--- config.mk ---
export PLATFORM = sky130hd
export DESIGN_NAME = rrt_supervisor
export DESIGN_NICKNAME = d
export VERILOG_FILES = /design/src/common/rrt_pkg.sv /design/src/core/rrt_supervisor.sv
export VERILOG_INCLUDE_DIRS = /design/src /design/src/common
export SDC_FILE = /design/constraint.sdc
export NUM_CORES = 1
export LEC_CHECK = 0
export ABC_AREA = 1
export BUFFER_PORTS_ARGS = -buffer_cell sky130_fd_sc_hd__clkbuf_2
export CAP_MARGIN = 10
export CORE_MARGIN = 2
export CORE_UTILIZATION = 45
export DETAILED_ROUTE_END_ITERATION = 8
export PLACE_DENSITY_LB_ADDON = 0.25
export SYNTH_ARGS = -nofsm -noshare
export SYNTH_HDL_FRONTEND = slang
export SYNTH_SLANG_ARGS = --single-unit
export TNS_END_PERCENT = 20
--- constraint.sdc ---
create_clock -name pclk -period 3.15 [get_ports pclk]
set_input_delay 0.63 -clock pclk [delete_from_list [all_inputs] [get_ports pclk]]
set_output_delay 0.63 -clock pclk [all_outputs]
set_load 0.02 [all_outputs]
--- src/common/rrt_consts.svh ---
// constants for the retransmit receive supervision block
// What this block does
// - count sequence changes after a discontinuity; beyond limit is wrap
// - wrap condition raises the wrap fault and is a fatal error
// - wrap limit zero means the wrap detector is off
// - 32-bit watchdog counts received words while awaiting expected sequence
// - watchdog reaching its limit first raises the timeout fault, fatal
// - watchdog limit zero disables the watchdog
// - acknowledge pulse clears the replay request output
// - request must return low before any further request is raised
// - burst error in the last standard burst is reported, otherwise ignored
// - burst error at other times is handled like a CRC24 error
// - fatal error reports state 110 and waits for the recover input
// - waiting for the expected sequence reports state 101
`ifndef RRT_CONSTS_SVH
`define RRT_CONSTS_SVH

// ************************************************************
// register map
// ************************************************************
`define RRT_ADDR_WRAP_LIMIT   12'h000
`define RRT_ADDR_WDOG_LIMIT   12'h004
`define RRT_ADDR_STATUS       12'h008
`define RRT_ADDR_CLEAR        12'h00c

// ************************************************************
// state codes and field positions
// ************************************************************
`define RRT_ST_NORMAL         3'h1
`define RRT_ST_RETRY          3'h2
`define RRT_ST_WAIT_SEQ       3'h5
`define RRT_ST_FATAL_ASSERT   3'h6
`define RRT_ST_FATAL_NEGATE   3'h7
`define RRT_WRAP_LIMIT_RESET  8'h00
`define RRT_WDOG_LIMIT_RESET  32'h0000_0000
`define RRT_STAT_WRAP_BIT     0
`define RRT_STAT_WDOG_BIT     1
`define RRT_STAT_BURST_BIT    2
`define RRT_STAT_REQ_BIT      3
`define RRT_STAT_STATE_LSB    4

`endif

--- src/common/rrt_pkg.sv ---
// types for the retransmit receive supervision block
package rrt_pkg;

   typedef enum logic [1:0] {
      RRT_NORMAL,
      RRT_RETRY,
      RRT_WAIT_SEQ,
      RRT_FATAL
   } rrt_state_t;

   // receive-path events, all one-cycle pulses on pclk
   typedef struct packed {
      logic crc_err;
      logic burst_err;
      logic last_std_burst;
      logic discontinuity;
      logic expected_seq;
      logic seq_changed;
      logic word_valid;
      logic fatal_in;
   } rrt_rx_ev_t;

   // fault outputs
   typedef struct packed {
      logic seq_overrun_fault;
      logic expected_seq_timeout_fault;
      logic burst_fault;
   } rrt_fault_t;

endpackage

--- src/core/rrt_supervisor.sv ---
// retransmit receive supervision: wrap and watchdog detectors, request
`timescale 1ns/1ps
`include "rrt_consts.svh"

module rrt_supervisor
   import rrt_pkg::*;
(
   input  wire logic        pclk,
   input  wire logic        presetn,
   input  wire logic        psel,
   input  wire logic        penable,
   input  wire logic        pwrite,
   input  wire logic [11:0] paddr,
   input  wire logic [31:0] pwdata,
   output logic      [31:0] prdata,
   output logic             pready,
   output logic             pslverr,
   input  wire rrt_rx_ev_t  rx_ev,
   input  wire logic        request_sent_ack,
   input  wire logic        replay_recover_in,
   output logic             replay_request_out,
   output logic      [2:0]  replay_fsm_state,
   output rrt_fault_t       faults
);

   // ************************************************************
   // apb slave
   // ************************************************************
   logic [7:0]  seq_change_limit_q, seq_change_limit_d;
   logic [31:0] expected_seq_word_limit_q, expected_seq_word_limit_d;
   logic [31:0] prdata_q, prdata_d;
   logic        pslverr_d;
   logic        acc, wr_clr;
   logic        mapped;
   rrt_fault_t  sticky_q, sticky_d;

   assign acc     = psel && penable;
   assign pready  = 1'b1;
   assign prdata  = prdata_q;
   assign pslverr = pslverr_d;

   always_comb begin
      mapped = (paddr == `RRT_ADDR_WRAP_LIMIT) ||
               (paddr == `RRT_ADDR_WDOG_LIMIT) ||
               (paddr == `RRT_ADDR_STATUS) ||
               (paddr == `RRT_ADDR_CLEAR);
      pslverr_d = acc && !mapped;
      seq_change_limit_d = seq_change_limit_q;
      expected_seq_word_limit_d = expected_seq_word_limit_q;
      wr_clr = 1'b0;
      prdata_d = prdata_q;
      if (acc && pwrite) begin
         case (paddr)
            `RRT_ADDR_WRAP_LIMIT: seq_change_limit_d = pwdata[7:0];
            `RRT_ADDR_WDOG_LIMIT: expected_seq_word_limit_d = pwdata;
            `RRT_ADDR_CLEAR:      wr_clr = pwdata[0];
            default: ;
         endcase
      end
      // read data is latched at the setup edge so that it stands from a
      // flop through the access cycle; status is the view at setup
      if (psel && !penable && !pwrite) begin
         case (paddr)
            `RRT_ADDR_WRAP_LIMIT: prdata_d = {24'h000000, seq_change_limit_q};
            `RRT_ADDR_WDOG_LIMIT: prdata_d = expected_seq_word_limit_q;
            `RRT_ADDR_STATUS: begin
               prdata_d = 32'h0000_0000;
               prdata_d[`RRT_STAT_WRAP_BIT]  = sticky_q.seq_overrun_fault;
               prdata_d[`RRT_STAT_WDOG_BIT]  =
                  sticky_q.expected_seq_timeout_fault;
               prdata_d[`RRT_STAT_BURST_BIT] = sticky_q.burst_fault;
               prdata_d[`RRT_STAT_REQ_BIT]   = replay_request_out;
               prdata_d[`RRT_STAT_STATE_LSB +: 3] = replay_fsm_state;
            end
            default: prdata_d = 32'h0000_0000;
         endcase
      end
   end

   always_ff @(posedge pclk or negedge presetn) begin
      if (!presetn) begin
         seq_change_limit_q        <= `RRT_WRAP_LIMIT_RESET;
         expected_seq_word_limit_q <= `RRT_WDOG_LIMIT_RESET;
         prdata_q                  <= 32'h0000_0000;
      end else begin
         seq_change_limit_q        <= seq_change_limit_d;
         expected_seq_word_limit_q <= expected_seq_word_limit_d;
         prdata_q                  <= prdata_d;
      end
   end

   // ************************************************************
   // retransmission state machine
   // ************************************************************
   rrt_state_t  state_q, state_d;
   logic [7:0]  wrap_cnt_q, wrap_cnt_d;
   logic [31:0] wdog_cnt_q, wdog_cnt_d;
   logic        req_q, req_d;
   logic        pend_q, pend_d;
   logic        recover_seen_q, recover_seen_d;
   logic        burst_as_crc, burst_flag, retx_trigger;
   logic        wrap_hit, wdog_hit, fatal_now;
   rrt_fault_t  fault_d, fault_q;

   always_comb begin
      // a burst error right before replay data is only reported
      burst_flag   = rx_ev.burst_err;
      burst_as_crc = rx_ev.burst_err && !rx_ev.last_std_burst;
      retx_trigger = rx_ev.crc_err || burst_as_crc;
      // counters run only in the wait state; the wrap hit compares the current
      // count and the watchdog hit the next count so the wrap fault appears on the edge that exceeds and the
      // watchdog fault on the edge that meets the limit
      wrap_hit = (state_q == RRT_WAIT_SEQ) &&
                 (seq_change_limit_q != 8'h00) && rx_ev.seq_changed &&
                 !rx_ev.expected_seq &&
                 (wrap_cnt_q >= seq_change_limit_q);
      wdog_hit = (state_q == RRT_WAIT_SEQ) &&
                 (expected_seq_word_limit_q != 32'h0000_0000) &&
                 rx_ev.word_valid && !rx_ev.expected_seq &&
                 (wdog_cnt_q + 32'h1 >= expected_seq_word_limit_q);
      fatal_now = wrap_hit || wdog_hit || rx_ev.fatal_in;

      state_d        = state_q;
      wrap_cnt_d     = wrap_cnt_q;
      wdog_cnt_d     = wdog_cnt_q;
      recover_seen_d = recover_seen_q;
      fault_d        = '0;
      fault_d.burst_fault = burst_flag;
      case (state_q)
         RRT_NORMAL: begin
            if (rx_ev.fatal_in) begin
               state_d = RRT_FATAL;
            end else if (retx_trigger) begin
               state_d = RRT_RETRY;
            end
         end
         RRT_RETRY: begin
            if (rx_ev.fatal_in) begin
               state_d = RRT_FATAL;
            end else if (rx_ev.discontinuity) begin
               state_d    = RRT_WAIT_SEQ;
               wrap_cnt_d = 8'h00;
               wdog_cnt_d = 32'h0000_0000;
            end
         end
         RRT_WAIT_SEQ: begin
            if (fatal_now) begin
               state_d = RRT_FATAL;
               fault_d.seq_overrun_fault = wrap_hit;
               fault_d.expected_seq_timeout_fault = wdog_hit;
            end else if (rx_ev.expected_seq) begin
               state_d    = RRT_NORMAL;
               wrap_cnt_d = 8'h00;
               wdog_cnt_d = 32'h0000_0000;
            end else begin
               if (rx_ev.seq_changed) begin
                  wrap_cnt_d = wrap_cnt_q + 8'h01;
               end
               if (rx_ev.word_valid) begin
                  wdog_cnt_d = wdog_cnt_q + 32'h1;
               end
            end
         end
         RRT_FATAL: begin
            // leave on release of the recover input after it was seen
            if (replay_recover_in) begin
               recover_seen_d = 1'b1;
            end else if (recover_seen_q) begin
               recover_seen_d = 1'b0;
               state_d        = RRT_NORMAL;
            end
         end
         default: state_d = RRT_NORMAL;
      endcase
   end

   // request: set on a trigger, cleared by the ack; a trigger seen while
   // the request is high waits until the bit has gone low for a cycle
   always_comb begin
      req_d  = req_q;
      pend_d = pend_q;
      if (req_q && request_sent_ack) begin
         req_d = 1'b0;
      end
      if ((state_q == RRT_NORMAL) && retx_trigger && !rx_ev.fatal_in) begin
         if (req_q) begin
            pend_d = 1'b1;
         end else begin
            // a fresh trigger absorbs any pended one
            req_d  = 1'b1;
            pend_d = 1'b0;
         end
      end else if (pend_q && !req_q) begin
         req_d  = 1'b1;
         pend_d = 1'b0;
      end
      if (state_q == RRT_FATAL) begin
         pend_d = 1'b0;
      end
   end

   always_ff @(posedge pclk or negedge presetn) begin
      if (!presetn) begin
         state_q        <= RRT_NORMAL;
         wrap_cnt_q     <= 8'h00;
         wdog_cnt_q     <= 32'h0000_0000;
         req_q          <= 1'b0;
         pend_q         <= 1'b0;
         recover_seen_q <= 1'b0;
         fault_q        <= '0;
         sticky_q       <= '0;
      end else begin
         state_q        <= state_d;
         wrap_cnt_q     <= wrap_cnt_d;
         wdog_cnt_q     <= wdog_cnt_d;
         req_q          <= req_d;
         pend_q         <= pend_d;
         recover_seen_q <= recover_seen_d;
         fault_q        <= fault_d;
         sticky_q       <= sticky_d;
      end
   end

   // sticky copies for software; a new fault wins over a clear
   always_comb begin
      sticky_d = wr_clr ? rrt_fault_t'(3'b000) : sticky_q;
      sticky_d = sticky_d | fault_d;
   end

   // ************************************************************
   // outputs
   // ************************************************************
   always_comb begin
      case (state_q)
         RRT_NORMAL:   replay_fsm_state = `RRT_ST_NORMAL;
         RRT_RETRY:    replay_fsm_state = `RRT_ST_RETRY;
         RRT_WAIT_SEQ: replay_fsm_state = `RRT_ST_WAIT_SEQ;
         RRT_FATAL:    replay_fsm_state = recover_seen_q ?
                          `RRT_ST_FATAL_NEGATE : `RRT_ST_FATAL_ASSERT;
         default:      replay_fsm_state = `RRT_ST_NORMAL;
      endcase
   end
   assign replay_request_out = req_q;
   assign faults             = fault_q;
endmodule

== After elaboration in Yosys (flattened, before gate mapping) ==
Cells that the tools add are included.
Operators by class
  mux-type cells: 38
  bitwise operators: 1
  order comparisons: 2
  equality and inequality tests: 16
  reduce and logical (&&, ||, !) cells: 42
  $add $sub $neg: 2
Operators with widths (number)
  32-bit 2-to-1 mux: 5
  32-bit one-hot mux with 3 select lines: 1
  32-bit one-hot mux with 2 select lines: 1
  8-bit 2-to-1 mux: 5
  32-bit by 1-bit adder with 32-bit output, second input constant: 1
  32-bit >= comparator: 1
  32-bit nonzero test: 1
  12-bit by 4-bit == test with 1-bit output, second input constant: 2
  2-bit 2-to-1 mux: 10
  1-bit logical AND: 18
  8-bit one-hot mux with 2 select lines: 1
  3-bit inequality test, second input constant: 5
  5-bit AND reduction: 3
  12-bit by 3-bit == test with 1-bit output, second input constant: 1
  12-bit zero test: 1
  1-bit 2-to-1 mux: 12
  3-bit one-hot mux with 4 select lines: 1
  2-bit inequality test, second input constant: 5
  8-bit by 1-bit adder with 8-bit output, second input constant: 1
  8-bit >= comparator: 1
  2-bit one-hot mux with 4 select lines: 1
  8-bit nonzero test: 1
  1-bit zero test: 7
  1-bit logical OR: 6
  8 further kinds: 10
Storage, ports and cells
  word-level logic and storage cells: 116
  output and inout bits: 41
  flip-flop bits (word level): 123

== Logic depth before layout (Yosys ltp) ==
  depth in word-level cells: 10
  depth in mapped cells: 24
  depth with buffers taken out: 23

== Worst setup path after synthesis ==
Ideal clock, no wire load.
  path type: reg-to-reg
  start point: register wdog_cnt_q[0]
  end point: register wdog_cnt_q[2]
  path slack: 149 ps
  clock period less this slack: 3001 ps
  buffers on the path: 1
  required time: 3029 ps
  arrival: 2881 ps
  cell stages (with the launch flop): 21
  path through: dfrtp_1 -> ha_1 -> inv_1 -> nor3_1 -> nand3_1 -> nor3_1 -> xor2_1 -> inv_1 -> ha_1 -> nand2_1 -> nor2_1 -> nand2_1 -> a21oi_1 -> nor2_1 -> nand2_1 -> nand2_1 -> nand3_2 -> nand2_2 -> nand2_4 -> buf_4 -> o21ai_1
Between the ends
  cells in the longest elaborated chain, start to end: 7
  elaborated cells between the ends (all ways): 11
  classes of those cells: add/sub (1); order compare (1); eq/ne (1); mux (4); reduce/logical (4)
RTL lines
  from (decl): line rrt_supervisor.sv:97  | logic [31:0] wdog_cnt_q, wdog_cnt_d;
  from (signal assigned): line rrt_supervisor.sv:215  | wdog_cnt_q <= wdog_cnt_d;
  32-bit by 1-bit adder with 32-bit output (*): line rrt_supervisor.sv:120, rrt_supervisor.sv:160
  32-bit >= comparator: line rrt_supervisor.sv:120  | (wdog_cnt_q + 32'h1 >= expected_seq_word_limit_q);
  1-bit logical AND: line rrt_supervisor.sv:119  | rx_ev.word_valid && !rx_ev.expected_seq &&
  1-bit logical OR (2 in series): line rrt_supervisor.sv:121  | fatal_now = wrap_hit || wdog_hit || rx_ev.fatal_in;
  2-bit inequality test (no source line)
  5-bit AND reduction (no source line)
Mark *: on every way between the ends. The rest lies on a longest branch, timed or not. The select of a mux whose other input is x is not followed.
A chain may end at the register's enable or synchronous reset.

== Worst setup path after layout ==
  start point: register wdog_cnt_q[10]
  end point: register wdog_cnt_q[15]
Same word-level chain as after synthesis.

==> out/metrics.csv <==
stage,metric,value,unit
status,status,"complete, but fails checks",
status,failing checks,"design-rule violations, negative setup slack",
sta,Max Fclk,303,MHz
worst_setup_path,CP bufs+invs,2,
sta,Slew HR,6.92,%
finish,area growth from synthesis to layout,39.6,%
detailed_routing,drt total wl,21200,µm
worst_setup_path,Worst R2R Setup Slack,-150,ps
finish,Fillers,1294,
worst_setup_path,slowest library cell on the worst path,dfrtp_1,
die,DIE AREA,17100,µm²
placement,HPWL after DPL,14100,µm
clock_tree,clk sink count,123,
sta,final setup vio count,40,
power,Logic pwr share,22.8,%
global_routing,initial antenna violation count,0,
worst_setup_path,R2R depth,21,
clock_tree,worst skew pair latency,430,ps
worst_setup_path,Crit. path cell count,21,
worst_setup_path,critical path's top delay family,simple AND/OR/NAND/NOR gates,
sta,worst hold margin,239,ps
global_routing,first-pass GRT wire length,31700,µm
finish,final net count,1224,
synth,Post-Syn Area per Cell,7.78,µm²
worst_setup_path,CP endpoint kind,flop,
worst_setup_path,CP Class,reg -> reg,
clock_tree,H-tree Lvls,4,
worst_setup_path,CP arrival,3610,ps
worst_setup_path,end of the worst register-to-register path,wdog_cnt_q[15],
synth,synth unique cells,45,
synth,Synth Warn #,0,
finish,Antenna Cells,0,
die,row cnt,46,
sta,Setup Skew,10.8,ps
synth,post-synth top area cell,dfrtp_1,
finish,"commonest non-fill, non-tap cell in the layout",nand2_1,
global_routing,largest net degree at the start of global routing,50,
clock_tree,CTS buffer count,17,
die,initial core utilization,45.8,%
global_routing,global router's overall resource usage,23.7,%
worst_setup_path,CP max stage delay,390,ps
detailed_routing,drt initial violations,432,
synth,simple logic cell fraction of the synthesized area,24.7,%
worst_setup_path,CP startpoint kind,flop,
finish,Post-Layout Cell Count,1352,
power,switching power,1.52,mW
worst_setup_path,worst r2r src,wdog_cnt_q[10],
flow_run,Max Cap Viol,0,
worst_setup_path,most frequent CP cell,nand2_1,
finish,layout cells sized above 1,32.7,%
synth,"FF+latch count, synth",123,
placement,routability cong.,0.880,
sta,"Min Clock Period, post-route",3300,ps
synth,Synth Instances,928,
power,PD cells,489,nW/µm²
synth,sequential fraction of the synthesis area,42.7,%
synth,Post-Syn Area,7220,µm²
synth,compound-cell area share of the yosys netlist,12.2,%
sta,period utilisation layout,105,%
die,num ports,100,
power,Clk pwr share,43.1,%
power,Peak VDD IR,516,µV
worst_setup_path,"Max FO, Critical Path",6,
finish,most frequent cells in the layout,"nand2_1, dfrtp_1, inv_1",
sta,final setup TNS,-3930,ps
sta,setup ws final,-146,ps
clock_tree,CTS tree,built,
die,Die H,131,µm
global_routing,GR Overflow Total,0,
clock_tree,root buffer cell,clkbuf_16,
detailed_routing,vias per cell,5.20,
power,internal power,3.40,mW
sta,Slew Limit Fails,0,
power,sw frac,30.9,%
synth,asr flop ratio synth,100,%
global_routing,number of global-route vias before repair,6631,
die,die span in x,131,µm
worst_setup_path,CP Cell Sequence,nand2_1 -> nor2_1 -> nand2_1 -> nor3_1 -> nand4_1 -> xor2_1 -> inv_1 -> ha_1 -> a21oi_1 -> o21ai_0 -> nand2_1 -> nand2_1 -> nor2_2 -> nand2_2 -> nand2_4 -> nand3_4 -> nand2_8 -> nand2_8 -> buf_12 -> nand2_1 -> o21ai_2,
detailed_routing,Pre-antenna DRT Iters,7,
synth,combinational family with the most area after synthesis,simple AND/OR/NAND/NOR gates,
synth,ranking of synthesized cells by area,"dfrtp_1, nand2_1, ha_1, inv_1, nor2_1",
power,leak pwr,5.12,nW
detailed_routing,Vias,7030,
sta,final hold vios,0,
detailed_routing,Final ANT Viol Nets,0,
synth,Syn Nets,1029,
synth,number of flops mapped to enable cells by yosys,0,
placement,Buffers on Ports,98,
sta,Worst-Margin Slew,1380,ps
synth,ys flop type,dfrtp_1,
detailed_routing,DRC violations left,1,
clock_tree,Hold Buf Count CTS,0,
synth,xor and xnor area share after synthesis,3.88,%
synth,Synth Area in Adders,7.28,%
power,sequential share of power,34.0,%
worst_setup_path,worst endpoint required time,3460,ps
placement,DP Cell Count,1287,
die,core area,15800,µm²
finish,Multi-input gate area,4140,µm²
synth,post-synthesis mux area share,0.139,%
clock_tree,worst-case clock buffer depth,2,
clock_tree,clock edge transition at the registers on the reported setup and hold paths,60,ps
finish,sequential standard cell area,3080,µm²
synth,Synth top area share,42.7,%
sta,RSZ-0062 raised after global routing,true,
hold_path,Min-Delay Path Class,in -> async,
detailed_routing,WL/cell,15.7,µm
## power groups by stage
stage / sequential, mW / clock (mW) / combinational [mW]
global route: 1.68 / 2.22 / 1.21
detailed placement: 1.70 / 0 / 0.803
finish: 1.68 / 2.12 / 1.13
CTS: 1.68 / 2.15 / 0.838
global placement: 1.70 / 0 / 0.795
floorplan: 1.70 / 0 / 0.529
## synthesized netlist by cell type, types with 21 or more instances
| master | count |
|---|---|
| o21ai_0 | 27 |
| nor2_1 | 81 |
| o31ai_1 | 24 |
| xor2_1 | 21 |
| dfrtp_1 | 123 |
| o21ai_1 | 27 |
| a21oi_1 | 43 |
| ha_1 | 42 |
| inv_1 | 131 |
| nand2_1 | 254 |
| nand3_1 | 24 |
| nor3_1 | 21 |
## state kept, by name, summed over array words and instances (netlist names)
signal	count
seq_change_limit_q	8
recover_seen_q	1
pend_q	1
prdata	32
faults	3
replay_request_out	1
expected_seq_word_limit_q	32
wrap_cnt_q	8
sticky_q	3
state_q	2
wdog_cnt_q	32
## timing repair
item | 4_1_cts | 5_1_grt
gates resized for setup | 19 | 133
gates cloned | 0 | 6
setup buffers | 11 | 17
setup endpoints to repair | 42 | 42
pin swaps | 5 | 35
## per-layer routing
layer / global-route usage (%) / wire, µm
met1: 29.8 / 9080
met2: 40.6 / 10500
met3: 5.17 / 914
met4: 8.45 / 693
met5: 0 / 0
## area by class of cell
class,count,area share [%]
timing repair buffer,204,14.3
clock inverter,14,2.04
tap,216,2.68
sequential,123,30.6
multi-input combinational,644,41.1
inverter,133,5.03
clock buffer,18,4.26
## stage by stage
step	setup WS (ps)	power (mW)	cell area (µm²)	utilization, %
3_5_place_dp	-269	2.51	8440	53.5
6_report	-146	4.93	10100	63.9
5_1_grt	-306	5.12	10100	63.9
4_1_cts	-10.0	4.66	9230	58.5
2_1_floorplan	149	2.23	7220	-
3_3_place_gp	-209	2.50	8440	53.5
## worst max-delay path by stage
stage | to | slack [ps] | from
finish | wdog_cnt_q[15] | -150 | wdog_cnt_q[10]
global route | wdog_cnt_q[15] | -310 | wdog_cnt_q[14]
CTS | wdog_cnt_q[1] | -10 | wdog_cnt_q[0]
detailed placement | wrap_cnt_q[1] | -270 | wdog_cnt_q[2]
global placement | wrap_cnt_q[2] | -210 | wdog_cnt_q[2]
floorplan | wdog_cnt_q[2] | 150 | wdog_cnt_q[0]
## kinds of logic (layout without fill, tap and decap cells)
family | count (synthesis) | count (layout)
flops | 123 | 123
other cells | 1 | 1
xor+xnor | 32 | 32
simple gates | 421 | 422
fa+ha+maj | 42 | 42
buf+inv | 162 | 369
compound gates | 146 | 146
mux | 1 | 1
No activity file was read; power rests on OpenSTA's default activity.
